<file path="src/verilog/hwrc_pkg.sv">
// Constants, field layout and carrier types of the watchdog and reset controller.
// Assumes a 100 MHz system clock and a crystal clock sampled as a synchronous input.

package hwrc_pkg;

  // ==========================================================
  // Timing
  localparam int unsigned CLK_HZ = 100_000_000;
  localparam int unsigned XTAL_HZ = 32768;
  localparam int unsigned WDT_TIMEOUT_MS = 1500;
  localparam int unsigned WDT_TIMEOUT_CYC = WDT_TIMEOUT_MS * XTAL_HZ / 1000;
  localparam int unsigned RESTART_XTAL_CYC = 4100;
  // Crystal declared dead after four nominal periods without an edge
  localparam int unsigned OSC_SLOW_NS = 122070;
  localparam int unsigned OSC_SLOW_CYC = OSC_SLOW_NS * (CLK_HZ / 1_000_000) / 1000;

  // ==========================================================
  // Widths
  localparam int unsigned CNT_W = 16;
  localparam int unsigned HOLD_W = 13;
  localparam int unsigned GAP_W = 24;
  localparam int unsigned ADDR_W = 16;
  localparam int unsigned CFG_W = 8;

  // ==========================================================
  // Register map
  localparam logic [ADDR_W-1:0] ADDR_REFRESH = 16'h0000;
  localparam logic [ADDR_W-1:0] ADDR_STATUS = 16'h0004;
  localparam logic [ADDR_W-1:0] IDX_CFG = 16'h2002;
  localparam logic [ADDR_W-1:0] ADDR_CFG = {IDX_CFG[ADDR_W-3:0], 2'b00};
  localparam int unsigned REFRESH_BIT = 0;
  localparam int unsigned OVF_BIT = 2;
  localparam int unsigned STAT_OSC_BAD_BIT = 16;
  localparam int unsigned STAT_INHIBIT_BIT = 17;
  localparam int unsigned STAT_HOLD_BIT = 18;
  localparam logic [CFG_W-1:0] CFG_RST = 8'h00;
  localparam logic [7:0] EMU_CMD_REFRESH = 8'h14;
  localparam logic [1:0] RESP_OKAY = 2'h0;
  localparam logic [1:0] RESP_SLVERR = 2'h2;

  // ==========================================================
  // Carrier types
  typedef struct packed {
    logic ext_reset_n_pin;
    logic emu_reset_n_pin;
    logic power_fault_sense;
    logic debug_disable;
    logic crystal_clock;
    logic wake_state;
  } hwrc_pins_t;

  typedef struct packed {
    logic valid;
    logic [7:0] cmd;
  } hwrc_emu_cmd_t;

  typedef enum logic [1:0] {ST_RUN, ST_PULSE, ST_HOLD} hwrc_state_t;

endpackage

</file>
<file path="src/verilog/hwrc_wdt_counter.sv">
// Watchdog count of crystal ticks with restart and one-cycle overflow pulse.
// Assumes i_tick is a one-cycle pulse per crystal rising edge.
`timescale 1ns/1ps

module hwrc_wdt_counter #(
  parameter int unsigned TIMEOUT = hwrc_pkg::WDT_TIMEOUT_CYC
) (
  input wire logic i_clock,
  input wire logic i_reset,
  input wire logic i_restart,
  input wire logic i_tick,
  output logic [hwrc_pkg::CNT_W-1:0] o_count,
  output logic o_overflow
);
  import hwrc_pkg::*;

  localparam logic [CNT_W-1:0] LAST = CNT_W'(TIMEOUT - 1);

  // ==========================================================
  // Count and overflow
  always_ff @(posedge i_clock) begin
    if (i_reset || i_restart) begin
      o_count <= '0;
      o_overflow <= 1'b0;
    end else if (i_tick && o_count == LAST) begin
      o_count <= '0;
      o_overflow <= 1'b1;
    end else if (i_tick) begin
      o_count <= o_count + 1'b1;
      o_overflow <= 1'b0;
    end else begin
      o_overflow <= 1'b0;
    end
  end
endmodule

</file>
<file path="src/verilog/hwrc_reset_ctrl.sv">
// Watchdog, crystal check and hardware reset sequencing with an AXI4-Lite register slave.
// Assumes all pins and the crystal clock arrive synchronous to i_clock.
//
// Our own choices: register access over AXI4-Lite and the register addresses.
`timescale 1ns/1ps

module hwrc_reset_ctrl #(
  parameter int unsigned WDT_TIMEOUT_CYC = hwrc_pkg::WDT_TIMEOUT_CYC,
  parameter int unsigned RESTART_XTAL_CYC = hwrc_pkg::RESTART_XTAL_CYC,
  parameter int unsigned OSC_SLOW_CYC = hwrc_pkg::OSC_SLOW_CYC
) (
  input wire logic i_clock,
  input wire logic i_reset,
  input wire hwrc_pkg::hwrc_pins_t i_pins,
  input wire hwrc_pkg::hwrc_emu_cmd_t i_emu_cmd,
  input wire logic [hwrc_pkg::ADDR_W-1:0] i_axi_awaddr,
  input wire logic i_axi_awvalid,
  output logic o_axi_awready,
  input wire logic [31:0] i_axi_wdata,
  input wire logic [3:0] i_axi_wstrb,
  input wire logic i_axi_wvalid,
  output logic o_axi_wready,
  output logic [1:0] o_axi_bresp,
  output logic o_axi_bvalid,
  input wire logic i_axi_bready,
  input wire logic [hwrc_pkg::ADDR_W-1:0] i_axi_araddr,
  input wire logic i_axi_arvalid,
  output logic o_axi_arready,
  output logic [31:0] o_axi_rdata,
  output logic [1:0] o_axi_rresp,
  output logic o_axi_rvalid,
  input wire logic i_axi_rready,
  output logic o_mpu_reset,
  output logic o_digital_hold,
  output logic o_config_clear,
  output logic o_overflow_flag,
  output logic [hwrc_pkg::CFG_W-1:0] o_config_bits
);
  import hwrc_pkg::*;

  localparam logic [HOLD_W-1:0] HOLD_LAST = HOLD_W'(RESTART_XTAL_CYC - 1);
  localparam logic [GAP_W-1:0] GAP_LAST = GAP_W'(OSC_SLOW_CYC - 1);

  // Known register offsets
  function automatic logic addr_ok(input logic [ADDR_W-1:0] a);
    addr_ok = (a == ADDR_REFRESH) || (a == ADDR_STATUS) || (a == ADDR_CFG);
  endfunction

  hwrc_state_t state_q, state_d;
  logic xtal_q;
  logic xtal_rise, xtal_fall;
  logic ext_rst, emu_rst, inhibit, pwr_fault, hard_src;
  logic [HOLD_W-1:0] hold_cnt_q;
  logic [GAP_W-1:0] gap_q;
  logic osc_bad_q, osc_stop, osc_resume;
  logic [CNT_W-1:0] wdt_count;
  logic wdt_ovf, wdt_restart, refresh_wr, emu_refresh;
  logic flag_q, flag_set, flag_clr;
  logic [CFG_W-1:0] cfg_q;
  logic aw_have_q, w_have_q;
  logic [ADDR_W-1:0] waddr_q;
  logic [31:0] wdata_q;
  logic [3:0] wstrb_q;
  logic do_write, cfg_wr, ar_hs;
  logic [31:0] rd_word;

  // ==========================================================
  // Reset sources
  assign ext_rst = !i_pins.ext_reset_n_pin;
  assign emu_rst = !i_pins.emu_reset_n_pin;
  assign inhibit = i_pins.debug_disable;
  assign pwr_fault = i_pins.power_fault_sense && !inhibit;
  assign hard_src = ext_rst || emu_rst || pwr_fault;

  // Crystal edge detection; tracks the pin through reset so no false edge follows it
  always_ff @(posedge i_clock) begin
    xtal_q <= i_pins.crystal_clock;
  end
  assign xtal_rise = i_pins.crystal_clock && !xtal_q;
  assign xtal_fall = !i_pins.crystal_clock && xtal_q;

  // ==========================================================
  // Crystal frequency check: cycles since the last rising edge
  always_ff @(posedge i_clock) begin
    if (i_reset || xtal_rise) begin
      gap_q <= '0;
    end else if (gap_q != GAP_LAST) begin
      gap_q <= gap_q + 1'b1;
    end
  end

  // Stop detection, one event per outage
  assign osc_stop = (gap_q == GAP_LAST - 1'b1) && !xtal_rise && !inhibit;
  assign osc_resume = osc_bad_q && xtal_rise && !inhibit;

  always_ff @(posedge i_clock) begin
    if (i_reset || xtal_rise) begin
      osc_bad_q <= 1'b0;
    end else if (osc_stop) begin
      osc_bad_q <= 1'b1;
    end
  end

  // ==========================================================
  // Watchdog count; held by the debug level, wake low, a reset source or a non-run state, no register can hold it
  assign emu_refresh = i_emu_cmd.valid && (i_emu_cmd.cmd == EMU_CMD_REFRESH);
  assign wdt_restart = refresh_wr || !i_pins.wake_state || emu_refresh
                    || inhibit || hard_src || (state_q != ST_RUN);

  hwrc_wdt_counter #(
    .TIMEOUT(WDT_TIMEOUT_CYC)
  ) u_counter (
    .i_clock(i_clock),
    .i_reset(i_reset),
    .i_restart(wdt_restart),
    .i_tick(xtal_rise),
    .o_count(wdt_count),
    .o_overflow(wdt_ovf)
  );

  // ==========================================================
  // Reset sequencer: half-period pulse, then a release delay
  always_comb begin
    state_d = state_q;
    if (hard_src) begin
      state_d = ST_HOLD;
    end else begin
      unique case (state_q)
        ST_RUN: begin
          if (wdt_ovf || osc_resume) begin
            state_d = ST_PULSE;
          end
        end
        ST_PULSE: begin
          if (xtal_fall) begin
            state_d = ST_HOLD;
          end
        end
        ST_HOLD: begin
          if (xtal_rise && hold_cnt_q == HOLD_LAST) begin
            state_d = ST_RUN;
          end
        end
      endcase
    end
  end

  always_ff @(posedge i_clock) begin
    if (i_reset) begin
      state_q <= ST_HOLD;
    end else begin
      state_q <= state_d;
    end
  end

  // Release delay in crystal cycles
  always_ff @(posedge i_clock) begin
    if (i_reset || hard_src || state_q != ST_HOLD) begin
      hold_cnt_q <= '0;
    end else if (xtal_rise) begin
      hold_cnt_q <= hold_cnt_q + 1'b1;
    end
  end

  // Registered reset outputs
  always_ff @(posedge i_clock) begin
    if (i_reset) begin
      o_mpu_reset <= 1'b1;
      o_digital_hold <= 1'b0;
      o_config_clear <= 1'b0;
    end else begin
      o_mpu_reset <= hard_src || (state_q != ST_RUN);
      o_digital_hold <= ext_rst || pwr_fault;
      o_config_clear <= ext_rst || pwr_fault;
    end
  end

  // ==========================================================
  // Overflow flag: set beats every clear
  assign flag_set = wdt_ovf || osc_stop;
  assign flag_clr = ext_rst || (cfg_wr && !wdata_q[OVF_BIT]);

  always_ff @(posedge i_clock) begin
    if (i_reset) begin
      flag_q <= 1'b0;
    end else if (flag_set) begin
      flag_q <= 1'b1;
    end else if (flag_clr) begin
      flag_q <= 1'b0;
    end
  end
  assign o_overflow_flag = flag_q;

  // Volatile configuration bits, the flag lane excluded
  always_ff @(posedge i_clock) begin
    if (i_reset || ext_rst || pwr_fault) begin
      cfg_q <= CFG_RST;
    end else if (cfg_wr) begin
      cfg_q <= wdata_q[CFG_W-1:0] & ~(CFG_W'(1) << OVF_BIT);
    end
  end
  assign o_config_bits = cfg_q | (CFG_W'(flag_q) << OVF_BIT);

  // ==========================================================
  // AXI4-Lite write: address and data latched in either order
  assign o_axi_awready = !aw_have_q && !o_axi_bvalid;
  assign o_axi_wready = !w_have_q && !o_axi_bvalid;
  assign do_write = aw_have_q && w_have_q && !o_axi_bvalid;
  assign cfg_wr = do_write && (waddr_q == ADDR_CFG) && wstrb_q[0];
  assign refresh_wr = do_write && (waddr_q == ADDR_REFRESH) && wstrb_q[0] && wdata_q[REFRESH_BIT];

  always_ff @(posedge i_clock) begin
    if (i_reset || do_write) begin
      aw_have_q <= 1'b0;
    end else if (i_axi_awvalid && o_axi_awready) begin
      aw_have_q <= 1'b1;
    end
  end

  always_ff @(posedge i_clock) begin
    if (i_reset) begin
      waddr_q <= '0;
    end else if (i_axi_awvalid && o_axi_awready) begin
      waddr_q <= i_axi_awaddr;
    end
  end

  always_ff @(posedge i_clock) begin
    if (i_reset || do_write) begin
      w_have_q <= 1'b0;
    end else if (i_axi_wvalid && o_axi_wready) begin
      w_have_q <= 1'b1;
    end
  end

  always_ff @(posedge i_clock) begin
    if (i_reset) begin
      wdata_q <= '0;
      wstrb_q <= '0;
    end else if (i_axi_wvalid && o_axi_wready) begin
      wdata_q <= i_axi_wdata;
      wstrb_q <= i_axi_wstrb;
    end
  end

  // Write response
  always_ff @(posedge i_clock) begin
    if (i_reset) begin
      o_axi_bvalid <= 1'b0;
      o_axi_bresp <= RESP_OKAY;
    end else if (do_write) begin
      o_axi_bvalid <= 1'b1;
      o_axi_bresp <= addr_ok(waddr_q) ? RESP_OKAY : RESP_SLVERR;
    end else if (i_axi_bready) begin
      o_axi_bvalid <= 1'b0;
    end
  end

  // ==========================================================
  // AXI4-Lite read; refresh bit always reads zero
  assign o_axi_arready = !o_axi_rvalid;
  assign ar_hs = i_axi_arvalid && o_axi_arready;

  always_comb begin
    rd_word = '0;
    if (i_axi_araddr == ADDR_STATUS) begin
      rd_word[CNT_W-1:0] = wdt_count;
      rd_word[STAT_OSC_BAD_BIT] = osc_bad_q;
      rd_word[STAT_INHIBIT_BIT] = inhibit;
      rd_word[STAT_HOLD_BIT] = (state_q != ST_RUN);
    end else if (i_axi_araddr == ADDR_CFG) begin
      rd_word[CFG_W-1:0] = o_config_bits;
    end
  end

  always_ff @(posedge i_clock) begin
    if (i_reset) begin
      o_axi_rvalid <= 1'b0;
      o_axi_rdata <= '0;
      o_axi_rresp <= RESP_OKAY;
    end else if (ar_hs) begin
      o_axi_rvalid <= 1'b1;
      o_axi_rdata <= rd_word;
      o_axi_rresp <= addr_ok(i_axi_araddr) ? RESP_OKAY : RESP_SLVERR;
    end else if (i_axi_rready) begin
      o_axi_rvalid <= 1'b0;
    end
  end
endmodule

</file>
<file path="config.mk">
export PLATFORM = sky130hd
export DESIGN_NAME = hwrc_reset_ctrl
export DESIGN_NICKNAME = d
export VERILOG_FILES = /design/src/verilog/hwrc_pkg.sv /design/src/verilog/hwrc_wdt_counter.sv /design/src/verilog/hwrc_reset_ctrl.sv
export SDC_FILE = /design/constraint.sdc
export NUM_CORES = 1
export LEC_CHECK = 0
export ABC_CLOCK_PERIOD_IN_PS = 2100
export BUFFER_PORTS_ARGS = -buffer_cell sky130_fd_sc_hd__buf_2
export CAP_MARGIN = 20
export CORE_ASPECT_RATIO = 0.6
export CORE_UTILIZATION = 30
export CTS_CLUSTER_SIZE = 8
export DETAILED_ROUTE_END_ITERATION = 8
export GPL_ROUTABILITY_DRIVEN = 0
export PLACE_DENSITY = 0.52
export SLEW_MARGIN = 20
export SYNTH_ARGS = -nofsm -noshare
export SYNTH_HDL_FRONTEND = slang
export SYNTH_HIERARCHICAL = 1
export SYNTH_SLANG_ARGS = --single-unit
</file>
<file path="constraint.sdc">
create_clock -name i_clock -period 2.1 [get_ports i_clock]
set_input_delay 0.315 -clock i_clock [delete_from_list [all_inputs] [get_ports i_clock]]
set_output_delay 0.315 -clock i_clock [all_outputs]
set_load 0.01 [all_outputs]
</file>
# Word level (Yosys, flattened, before mapping)

Index checks and enable logic that the tools add are counted.

Bitwise operators: 1
Reduce and logical (&&, ||, !) cells: 68
Eq/ne operators: 15
Add/sub/neg operators: 3
Multiplexer cells: 16

Operator list:

| operator                                                                   | count |
|---|---|
| 16-bit equality test (second input constant)                               | 3 |
| 16-bit by 3-bit equality test with 1-bit output (second input constant)    | 2 |
| 16-bit zero test                                                           | 2 |
| 24-bit by 1-bit adder with 24-bit output (second input constant)           | 1 |
| 24-bit by 14-bit equality test with 1-bit output (second input constant)   | 1 |
| 24-bit by 14-bit inequality test with 1-bit output (second input constant) | 1 |
| 1-bit logical AND                                                          | 23 |
| 1-bit logical OR                                                           | 23 |
| 16-bit by 1-bit adder with 16-bit output (second input constant)           | 1 |
| 8-bit two-way mux                                                          | 2 |
| 13-bit by 1-bit adder with 13-bit output (second input constant)           | 1 |
| 13-bit equality test (second input constant)                               | 1 |
| 1-bit zero test                                                            | 12 |
| 11-bit two-way mux                                                         | 1 |
| 2-bit two-way mux                                                          | 5 |
| 8-bit by 5-bit equality test with 1-bit output (second input constant)     | 1 |
| 2-bit inequality test (second input constant)                              | 4 |
| 8-bit by 3-bit bitwise OR with 8-bit output                                | 1 |
| 2-bit nonzero test                                                         | 4 |
| 1-bit two-way mux                                                          | 7 |
| 2-bit one-hot mux with 3 select lines                                      | 1 |
| 2-bit OR reduction                                                         | 2 |
| 3-bit AND reduction                                                        | 1 |
| 2-bit by 1-bit equality test with 1-bit output (second input constant)     | 1 |
| 2 further kinds                                                            | 2 |

Output and inout bits: 53
Bits of input ports: 90
Word-level logic and storage cells: 124
Register bits: 120

# Depth between registers and ports, before layout

Gate-level depths: netlist (run 1).

Depth in word-level cells: 12
Depth in mapped cells: 9
Gate-level depth less buffers: 8

# Cells and area by module

Netlist (run 1), hierarchy kept.

Modules (own cells, without submodules):

| module           | seq. area each (um2) | cells each | times used | area each (um2) |
|---|---|---|---|---|
| hwrc_reset_ctrl  | 2021.9               | 561        | 1          | 4644.5 |
| hwrc_wdt_counter | 340.3                | 81         | 1          | 754.5 |

# Worst setup path before layout (run 1)

OpenSTA, ideal clock, no wires.

Path kind: input-to-reg
Start: in i_pins[1] (netlist bit)
End: reg u_counter/o_count[0] (netlist bit)
Setup time: 115 ps
Arrival time: 2057 ps
Data required time: 1985 ps
Path buffers: 2
Stages on the path: 7
Slack: -73 ps
Cells stage by stage: nor2b_1 > buf_1 > nand3_1 > or4_4 > o21ai_4 > buf_6 > nor2_1

Cells in the longest elaborated chain, start to end: 3

RTL lines:

| what                         | line                   | text |
|---|---|---|
| start, declared              | hwrc_reset_ctrl.sv:14  | `input wire hwrc_pkg::hwrc_pins_t i_pins,` |
| 1-bit logical AND *          | hwrc_reset_ctrl.sv:79  | `assign xtal_rise = i_pins.crystal_clock && !xtal_q;` |
| via xtal_rise                | hwrc_reset_ctrl.sv:51  | `logic xtal_rise, xtal_fall;` |
| 1-bit logical AND            | hwrc_wdt_counter.sv:25 | `end else if (i_tick && o_count == LAST) begin` |
| 2-bit OR reduction (no line) | -                      |  |
| end signal, assigned         | hwrc_wdt_counter.sv:29 | `o_count <= o_count + 1'b1;` |
| end, declared                | hwrc_wdt_counter.sv:12 | `output logic [hwrc_pkg::CNT_W-1:0] o_count,` |

The timed path passes the listed nets; every way through them passes the cells marked *.
A chain may end at the register's enable or synchronous reset.

# Worst setup path after layout (run 1)

Start: reg gap_q[0]
End: reg gap_q[22]

Cells in the longest elaborated chain, start to end: 1
Elaborated cells between the ends (all ways): 2
Those cells by class: add/sub (1); eq/ne (1)

RTL lines:

| what                                                                                                           | line                                         | text |
|---|---|---|
| start, declared                                                                                                | hwrc_reset_ctrl.sv:54                        | `logic [GAP_W-1:0] gap_q;` |
| start signal, assigned                                                                                         | hwrc_reset_ctrl.sv:88                        | `gap_q <= gap_q + 1'b1;` |
| 24-bit by 1-bit adder with 24-bit output or 24-bit by 14-bit inequality test with 1-bit output (tied branches) | hwrc_reset_ctrl.sv:88, hwrc_reset_ctrl.sv:87 |  |

Parallel ways exist; a longest one is shown, timed or not.

==> results of run 1 <==
## cell families (layout without fill, tap and decap cells)
| logic type | Yosys count | in the layout |
|---|---|---|
| xor gates and xnor gates | 31 | 31 |
| muxes | 5 | 5 |
| buffers and inverters | 69 | 176 |
| AOI/OAI and AO/OA | 115 | 115 |
| other | 1 | 19 |
| adders and majority gates | 8 | 8 |
| DFF | 118 | 118 |
| and+or+nand+nor | 295 | 295 |
## timing repair
action	in CTS	in global routing
gates resized for setup	0	1
setup endpoints to repair	0	16
setup buffers	0	1
## power breakdown
part | internal [mW] | switching [mW] | leakage [nW]
Sequential | 2.30 | 0.0415 | 0.958
Clock | 1.75 | 1.06 | 0.268
Combinational | 0.145 | 0.225 | 1.29
Total | 4.19 | 1.32 | 2.51
## metrics by stage
| stage | setup slack, ns | utilization (%) | instance area (um^2) | hold WS, ns | power (mW) |
|---|---|---|---|---|---|
| final | 0.1210 | 38.99 | 6769 | 0.07155 | 5.512 |
| after global routing | 0.04020 | 38.96 | 6764 | 0.06509 | 5.741 |
| after CTS | 0.1180 | 38.78 | 6733 | 0.05301 | 5.583 |
| after detailed placement | 0.07061 | 35.44 | 6152 | 0.4440 | 2.756 |
| after global placement | 0.1258 | 35.44 | 6152 | 0.4398 | 2.745 |
| after floorplan | 0.1660 | - | 5453 | 0.3427 | 2.618 |
## registers in the layout, summed over array words and instances, names as in the netlist, 2 cells and up
register           flops
hold_cnt_q            13
cfg_q                  7
wdata_q                8
waddr_q               16
u_counter/o_count     16
o_axi_rdata           19
gap_q                 24
state_q                2
## path summary, 6_finish.rpt
check / startpoint / to / depth (start not counted)
worst max-delay path: gap_q[0] / gap_q[22] / 5
worst min-delay path: i_pins[1] / xtal_q / 1
worst max register to register: gap_q[0] / gap_q[22] / 5
worst min register to register: o_axi_rdata[15] / o_axi_rdata[15] / 2
## critical path, stage by stage (launching register included)
cell	delay (ns)
dfxtp_1	0.42
ha_1	0.20
nand3_1	0.12
or3_4	0.47
or4_1	0.54
a21oi_1	0.16
## cell usage in the layout (no fill, tap or decap), types with 5 or more instances in the layout
| cell | count |
|---|---|
| or3_1 | 6 |
| o21ai_0 | 13 |
| and4_1 | 5 |
| dfxtp_1 | 118 |
| nand2b_1 | 5 |
| clkbuf_16 | 17 |
| conb_1 | 15 |
| nor3_1 | 13 |
| inv_1 | 22 |
| xor2_1 | 14 |
| nand2_1 | 88 |
| o31ai_1 | 9 |
| a311oi_1 | 9 |
| nand4_1 | 25 |
| buf_4 | 21 |
| or4_1 | 12 |
| clkinvlp_4 | 6 |
| nor4_1 | 11 |
| xnor2_1 | 17 |
| a21oi_1 | 65 |
| buf_2 | 100 |
| nand3_1 | 39 |
| ha_1 | 8 |
| mux2i_1 | 5 |
| nor2_1 | 54 |
## area by class of cell
type | count | area [um^2] | share of cell area, %
clock inverters | 15 | 155.1 | 2.292
repair buffers | 122 | 678.2 | 10.02
clock buffers | 17 | 425.4 | 6.285
multi-input cells | 469 | 2763 | 40.81
inverters | 22 | 82.58 | 1.220
well taps | 234 | 292.8 | 4.325
diodes | 4 | 10.01 | 0.1479
flip-flops and latches | 118 | 2362 | 34.90
## metal layers
metal,global-route usage [%],up-vias
li1,-,2481
met1,21.99,2228
met2,20.44,112
met3,4.256,12
met4,5.901,0
met5,0,-
==> results.json, run 1 <==
{
  "drive_gt1_share_pct": 22.28,
  "slew_violations": 0,
  "finalHoldViolations": 0,
  "synthArstFlopShare_pct": 0,
  "dr_wl_met3_um": 653,
  "cts_sinks": 118,
  "cts_buffers": 17,
  "nFillCells": 1758,
  "grt_max_degree": 36,
  "path_class": "reg -> reg",
  "syn_to_final_growth_pct": 25.38,
  "clk_path_buf_depth": 2,
  "setup_viol_count_final": 0,
  "vdd_drop_max_mv": 0.6288,
  "endpoint_kind": "flop",
  "clock_skew_ns": 0.01202,
  "ys_ff_latch": 118,
  "cts-root-buf": "clkbuf_16",
  "gr-usage-all-layers_pct": 15.05,
  "routed_wl_um": 13470,
  "dieArea_um2": 18550,
  "m1WireLength_um": 7211,
  "rows": 37,
  "yosysUniqueCellTypes": 65,
  "routedWlPerCell_um": 13.45,
  "drt-pass1-iter-count": 4,
  "vias": 4833,
  "synth_top_family_by_area": "simple AND/OR/NAND/NOR gates",
  "drc_errors": 0,
  "core_um2": 17360,
  "pin_count": 143,
  "yosysSeqAreaShare_pct": 43.75,
  "clkLatencyLatePin_ns": 0.41,
  "drtAntennaViolNets": 0,
  "avgViaCountPerCell": 4.828,
  "ys.flop_type": "dfxtp_1",
  "rsz0062_at_grt": "false",
  "fmax_mhz": 505.3,
  "wl_met2_um": 5476,
  "synth_edf_count": 0,
  "syn_area_um2": 5399,
  "fin_setup_tns_ns": 0,
  "fp.dieH_um": 105.9,
  "cap_violations": 0,
  "slew_headroom_pct": 65.15,
  "grt_pass1_vias": 4453,
  "synthTopCellsByArea": "dfxtp_1 44%, nand2_1 6.1%, a21oi_1 6.0%",
  "io_buffers": 100,
  "yosysMostFrequentCell": "dfxtp_1",
  "clk_pin_slew_ns": 0.05,
  "yosys.area.top_type": "dfxtp_1",
  "synth_mux_area_share_pct": 0.9270,
  "start_util_pct": 31.10,
  "avgSynthCellArea_um2": 8.410,
  "synthXorXnorAreaFrac_pct": 5.029,
  "p_leak_nw": 2.515,
  "status": "finished, final reports clean",
  "die_x_um": 175.2,
  "top_layer_used": "met4",
  "worst_ep_arrival_time_ns": 2.31,
  "yosys.area_share.simple_pct": 29.06,
  "cts.htree.levels": 4,
  "synth_top_area_share_pct": 43.75,
  "antenna_found_initial": 4,
  "dp_cells": 964,
  "final_nets": 848,
  "overflow": 0,
  "synth_compound_area_share_pct": 13.00,
  "synth_cells": 642,
  "yosys.area_share.adder_pct": 1.854,
  "instances_no_fill": 1001,
  "min_period_ns": 1.979,
  "synthTopCellsByCount": "118 x dfxtp_1, 88 x nand2_1, 65 x a21oi_1",
  "cp_max_fo": 12,
  "start_kind": "flop",
  "worst_hold_path_type": "in -> reg",
  "drt_iter0_markers": 271,
  "p_per_area_nw_per_um2": 814.4,
  "grt_pass1_wl_um": 22110,
  "required_ns": 2.43,
  "cts_hold_buf": 0,
  "worst_pin_slew_ns": 0.5215,
  "detailed_place_hpwl_um": 10100,
  "cts_tree": "yes",
  "post-route-period-util_pct": 94.24,
  "reg2reg_slack_ns": 0.12,
  "ys_warn_count": 6
}
(Power assumes the default switching activity.)
==> run 2: changes to the inputs <==
- ABC_CLOCK_PERIOD_IN_PS: 2100 -> 1900
- PLACE_DENSITY: 0.52 -> 0.5
- clock period: 2.1 -> 1.9 ns (I/O delays scaled with it)
==> run 2 against run 1 <==
Design area rose by 4.0%. Non-clock buffer count rose by 29. Flip-flop and latch count did not move. Sequential power rose by 10%. Power rose by 14%. Worst setup slack got worse by 0.047 ns. Clock skew barely moved. Largest cell class unchanged.
==> results.json, run 2 (same netlist as run 1, synthesis figures left out) <==
{
  "drive_gt1_share_pct": 25.63,
  "p_per_area_nw_per_um2": 893.2,
  "reg2reg_slack_ns": 0.07,
  "setup_viol_count_final": 0,
  "antenna_found_initial": 2,
  "largest_reg_flops": 24,
  "grt_pass1_vias": 4543,
  "reg_top3": "gap_q x24, o_axi_rdata x19",
  "cp-startpoint": "gap_q[0]",
  "use_met1_pct": 23.16,
  "dieArea_um2": 18550,
  "grt_max_degree": 54,
  "use_met3_pct": 3.863,
  "gr-usage-all-layers_pct": 15.63,
  "rows": 37,
  "slew_violations": 0,
  "final_nets": 877,
  "status": "finished, final reports clean",
  "clkLatencyLatePin_ns": 0.41,
  "worst_hold_path_type": "in -> reg",
  "r2r-end": "gap_q[22]",
  "fin_setup_tns_ns": 0,
  "vias": 4868,
  "path_class": "reg -> reg",
  "overflow": 0,
  "slew_headroom_pct": 63.56,
  "grt_pass1_wl_um": 23070,
  "detailed_place_hpwl_um": 10530,
  "layout_commonest_cell": "dfxtp_1",
  "r2r_cells": 5,
  "gr-usage-met2_pct": 22.19,
  "cts.htree.levels": 4,
  "min_period_ns": 1.826,
  "core_um2": 17360,
  "hold-worst-slack_ns": 0.06101,
  "drc_errors": 0,
  "crit_end": "gap_q[22]",
  "clock_skew_ns": 0.01220,
  "routedWlPerCell_um": 13.80,
  "place_area_um2": 6380,
  "cts_tree": "yes",
  "cts-root-buf": "clkbuf_16",
  "busiest_layer": "met1",
  "worst_ep_arrival_time_ns": 2.16,
  "cts_sinks": 118,
  "clk_path_buf_depth": 2,
  "cap_violations": 0,
  "r2r_start": "gap_q[0]",
  "start_kind": "flop",
  "clk_pin_slew_ns": 0.06,
  "fp.dieH_um": 105.9,
  "avgViaCountPerCell": 4.740,
  "io_buffers": 100,
  "fmax_mhz": 547.7,
  "drt_iter0_markers": 247,
  "layout_common_cells": "118 x dfxtp_1, 100 x buf_2, 88 x nand2_1",
  "die_x_um": 175.2,
  "cts_buffers": 17,
  "fin_area_um2": 7043,
  "drt-pass1-iter-count": 5,
  "required_ns": 2.23,
  "worst_pin_slew_ns": 0.5453,
  "start_util_pct": 31.10,
  "routed_wl_um": 14170,
  "p_leak_nw": 2.673,
  "post-route-period-util_pct": 96.09,
  "vdd_drop_max_mv": 0.5882,
  "cts_hold_buf": 0,
  "cp_max_fo": 9,
  "syn_to_final_growth_pct": 30.45,
  "rsz0062_at_grt": "false",
  "regMostFlops": "gap_q",
  "endpoint_kind": "flop",
  "pin_count": 143,
  "finalHoldViolations": 0,
  "drtAntennaViolNets": 0
}
[run 2: cell types whose count changed in the layout (fill, tap and decap cells not counted), sizes merged, moves of 2 or more]
| cell | change |
|---|---|
| buf | +29 |
| clkinvlp | -2 |
| diode | -3 |
| clkbuf | +3 |
[run 2: final cells by class]
class                   count  area, um^2
flip-flops and latches    118        2362
inverters                  22       82.58
multi-input cells         469        2800
well taps                 234       292.8
diodes                      1       2.502
clock buffers              20       446.7
fillers                  1754       10320
repair buffers            151       903.4
clock inverters            12       152.6
[run 2: per-stage QoR]
stage | worst slack [ns] | utilization, % | instances | total power, mW
after floorplan | 0.02620 | - | 656 | 2.895
after global placement | 0.03470 | 36.75 | 992 | 3.052
after detailed placement | 0.004681 | 36.75 | 992 | 3.065
after CTS | 0.02254 | 40.20 | 1024 | 6.351
after global routing | 0.004058 | 40.56 | 1026 | 6.532
final | 0.07423 | 40.57 | 1027 | 6.291
[run 2: critical path, cell delays in order, from the launching register on]
cell and delay, ns:
dfxtp_1 0.34, ha_2 0.22, nand3_2 0.08, or3_4 0.44, or4_1 0.53, a21oi_1 0.14
[run 2: worst min-delay path by stage]
stage	start	endpoint	slack, ns	cells after the start
floorplan	i_pins[1]	xtal_q	0.31	0
global placement	o_axi_rdata[8]	o_axi_rdata[8]	0.44	2
detailed placement	o_axi_rdata[14]	o_axi_rdata[14]	0.44	2
CTS	i_axi_rready	o_axi_rvalid	0.05	2
global route	i_axi_rready	o_axi_rvalid	0.05	2
finish	i_axi_rready	o_axi_rvalid	0.06	2
[run 2: what timing repair did]
item	4_1_cts	5_1_grt
buffers inserted	0	2
endpoints found under the setup margin	0	18
endpoints found under the hold margin	0	0
resized for setup	0	8
[run 2: power by group]
| part | switching, mW | internal [mW] |
|---|---|---|
| Clock | 1.18 | 2.10 |
| Combinational | 0.254 | 0.179 |
| Sequential | 0.0434 | 2.54 |
[run 2: metal layers]
metal	vias up	part of all wire [%]	wire length [um]
met2	99	42	5989
met4	2	0.18	26
li1	2523	-	-
met3	6	4.4	621
met1	2238	53	7523
met5	-	0.092	13
==> run 3: changes to the inputs <==
- CORE_ASPECT_RATIO: 0.6 -> 1.5
- RECOVER_POWER: unset -> 25
==> run 3 against run 2 <==
Combinational power about the same. Maximum frequency is 0.49% higher. First-iteration DRC count fell by 50%. The flow now finishes with violations (DRC). Global-route usage up 0.32 points.
==> results.json, run 3 (same netlist as run 1, synthesis figures left out) <==
{
  "status": "finished, violations left",
  "failed_checks": "DRC",
  "grt_pass1_vias": 4848,
  "dieArea_um2": 18550,
  "rsz0062_at_grt": "false",
  "routed_wl_um": 14370,
  "fmax_mhz": 550.4,
  "grt_max_degree": 37,
  "worst_hold_path_type": "in -> reg",
  "endpoint_kind": "flop",
  "p_sw_mw": 1.563,
  "p_leak_nw": 2.550,
  "layout_common_cells": "116 x dfxtp_1, 88 x nand2_1, 73 x buf_2",
  "clkLatencyLatePin_ns": 0.42,
  "clockPowerShare_pct": 52.0,
  "clk_path_buf_depth": 2,
  "setup_viol_count_final": 0,
  "final_nets": 876,
  "largest_reg_flops": 24,
  "die_x_um": 111.5,
  "drt-pass1-iter-count": 6,
  "layout_commonest_cell": "dfxtp_1",
  "nFillCells": 1789,
  "cts_buffers": 17,
  "rows": 59,
  "overflow": 0,
  "detailed_place_hpwl_um": 10930,
  "core_um2": 17500,
  "crit_chain": "or4_1 -> o41ai_4 -> o311ai_2 -> mux2i_1",
  "slew_headroom_pct": 46.96,
  "p_comb_share_pct": 6.9,
  "drt_iter0_markers": 123,
  "slew_violations": 0,
  "cap_violations": 0,
  "required_ns": 2.17,
  "p_int_mw": 4.718,
  "worst_pin_slew_ns": 0.7956,
  "pwr-share-seq_pct": 41.2,
  "cp_max_fo": 6,
  "worst_ep_arrival_time_ns": 2.09,
  "drive_gt1_share_pct": 22.12,
  "cts-root-buf": "clkbuf_16",
  "io_buffers": 100,
  "instances_no_fill": 1004,
  "diodes": 0,
  "min_period_ns": 1.817,
  "vias": 4955,
  "slowest_delay_ns": 0.58,
  "cts_hold_buf": 0,
  "fp.dieH_um": 166.3,
  "start_util_pct": 30.86,
  "start_kind": "flop",
  "routedWlPerCell_um": 14.31,
  "power.share.switching_pct": 24.88,
  "clock_skew_ns": 0.01583,
  "cts.htree.levels": 4,
  "finalHoldViolations": 0,
  "p_per_area_nw_per_um2": 902.6,
  "cts_tree": "yes",
  "path_class": "reg -> reg",
  "crit_path_top_delay_cell": "or4_1",
  "gr-usage-all-layers_pct": 15.95,
  "antenna_found_initial": 0,
  "regMostFlops": "gap_q",
  "utilization_pct": 39.78,
  "drc_errors": 2,
  "pin_count": 143,
  "cts_sinks": 118,
  "clk_pin_slew_ns": 0.06,
  "avgViaCountPerCell": 4.935,
  "reg_top3": "gap_q x24, o_axi_rdata x19",
  "post-route-period-util_pct": 95.63,
  "grt_pass1_wl_um": 23470,
  "dp_cells": 970,
  "syn_to_final_growth_pct": 28.90,
  "vdd_drop_max_mv": 0.5600,
  "drtAntennaViolNets": 0
}
[run 3: changes by cell type in the layout (fill, tap and decap cells not counted), sizes merged]
cell | previous run | this run
buf | 151 | 118
clkbuf | 20 | 50
inv | 23 | 29
clkinvlp | 4 | 1
bufinv | 3 | 2
diode | 1 | 0
[run 3: path summary, 6_finish.rpt]
check	startpoint	to	slack [ns]	cells past startpoint
setup / recovery	hold_cnt_q[3]	state_q[0]	0.08	4
hold / removal	i_axi_rready	o_axi_rvalid	0.05	2
setup reg to reg	hold_cnt_q[3]	state_q[0]	0.08	4
hold reg to reg	waddr_q[13]	waddr_q[13]	0.46	2
[run 3: area by class of cell]
| class | instances | area, um^2 | area share, % |
|---|---|---|---|
| Clock inverter | 14 | 166.4 | 2.391 |
| Timing Repair Buffer | 150 | 837.1 | 12.03 |
| Tap cell | 213 | 266.5 | 3.830 |
| Inverter | 22 | 82.58 | 1.187 |
| Sequential cell | 118 | 2365 | 33.98 |
| Multi-Input combinational cell | 469 | 2803 | 40.27 |
| Clock buffer | 18 | 439.2 | 6.311 |
[run 3: critical path: cells and delay by family, from the launching register on]
kind,cells,cell delay (ns)
DFF,1,0.36
and+or+nand+nor,1,0.58
AOI/OAI and AO/OA,2,0.59
muxes,1,0.16
[run 3: repair_timing]
action / 4_1_cts / 5_1_grt
endpoints found under the setup margin: 2 / 16
pin swaps: 2 / 1
gates resized for setup: 2 / 6
setup buffers: 0 / 2
[run 3: per-layer routing]
metal  wire length (um)  track usage (%)  part of all wire [%]  vias up
met4                103            5.288                  0.72        0
met1               6029            17.39                    42     2317
li1                   -                -                     -     2529
met3                577            4.307                   4.0        6
met2               7654            29.46                    53      103
met5                  0                0                     0        -
[run 3: power by group through the flow]
stage / registers [mW] / logic (mW) / clock network [mW]
6_report: 2.59 / 0.432 / 3.26
4_1_cts: 2.58 / 0.443 / 3.35
3_5_place_dp: 2.64 / 0.442 / 0
5_1_grt: 2.59 / 0.484 / 3.45
3_3_place_gp: 2.64 / 0.437 / 0
2_1_floorplan: 2.64 / 0.258 / 0
[run 3: per-stage QoR]
step | hold slack, ns | setup TNS, ns | total power [mW] | worst slack (ns) | cell area, um^2
2_1_floorplan | 0.3127 | 0 | 2.895 | 0.02620 | 5460
3_3_place_gp | 0.4446 | -0.02937 | 3.073 | -0.02937 | 6346
3_5_place_dp | 0.4481 | -0.07454 | 3.080 | -0.04573 | 6346
4_1_cts | 0.03536 | 0 | 6.377 | 0.003653 | 6970
5_1_grt | 0.05580 | 0 | 6.528 | 0.002753 | 6959
6_report | 0.05104 | 0 | 6.281 | 0.08305 | 6959
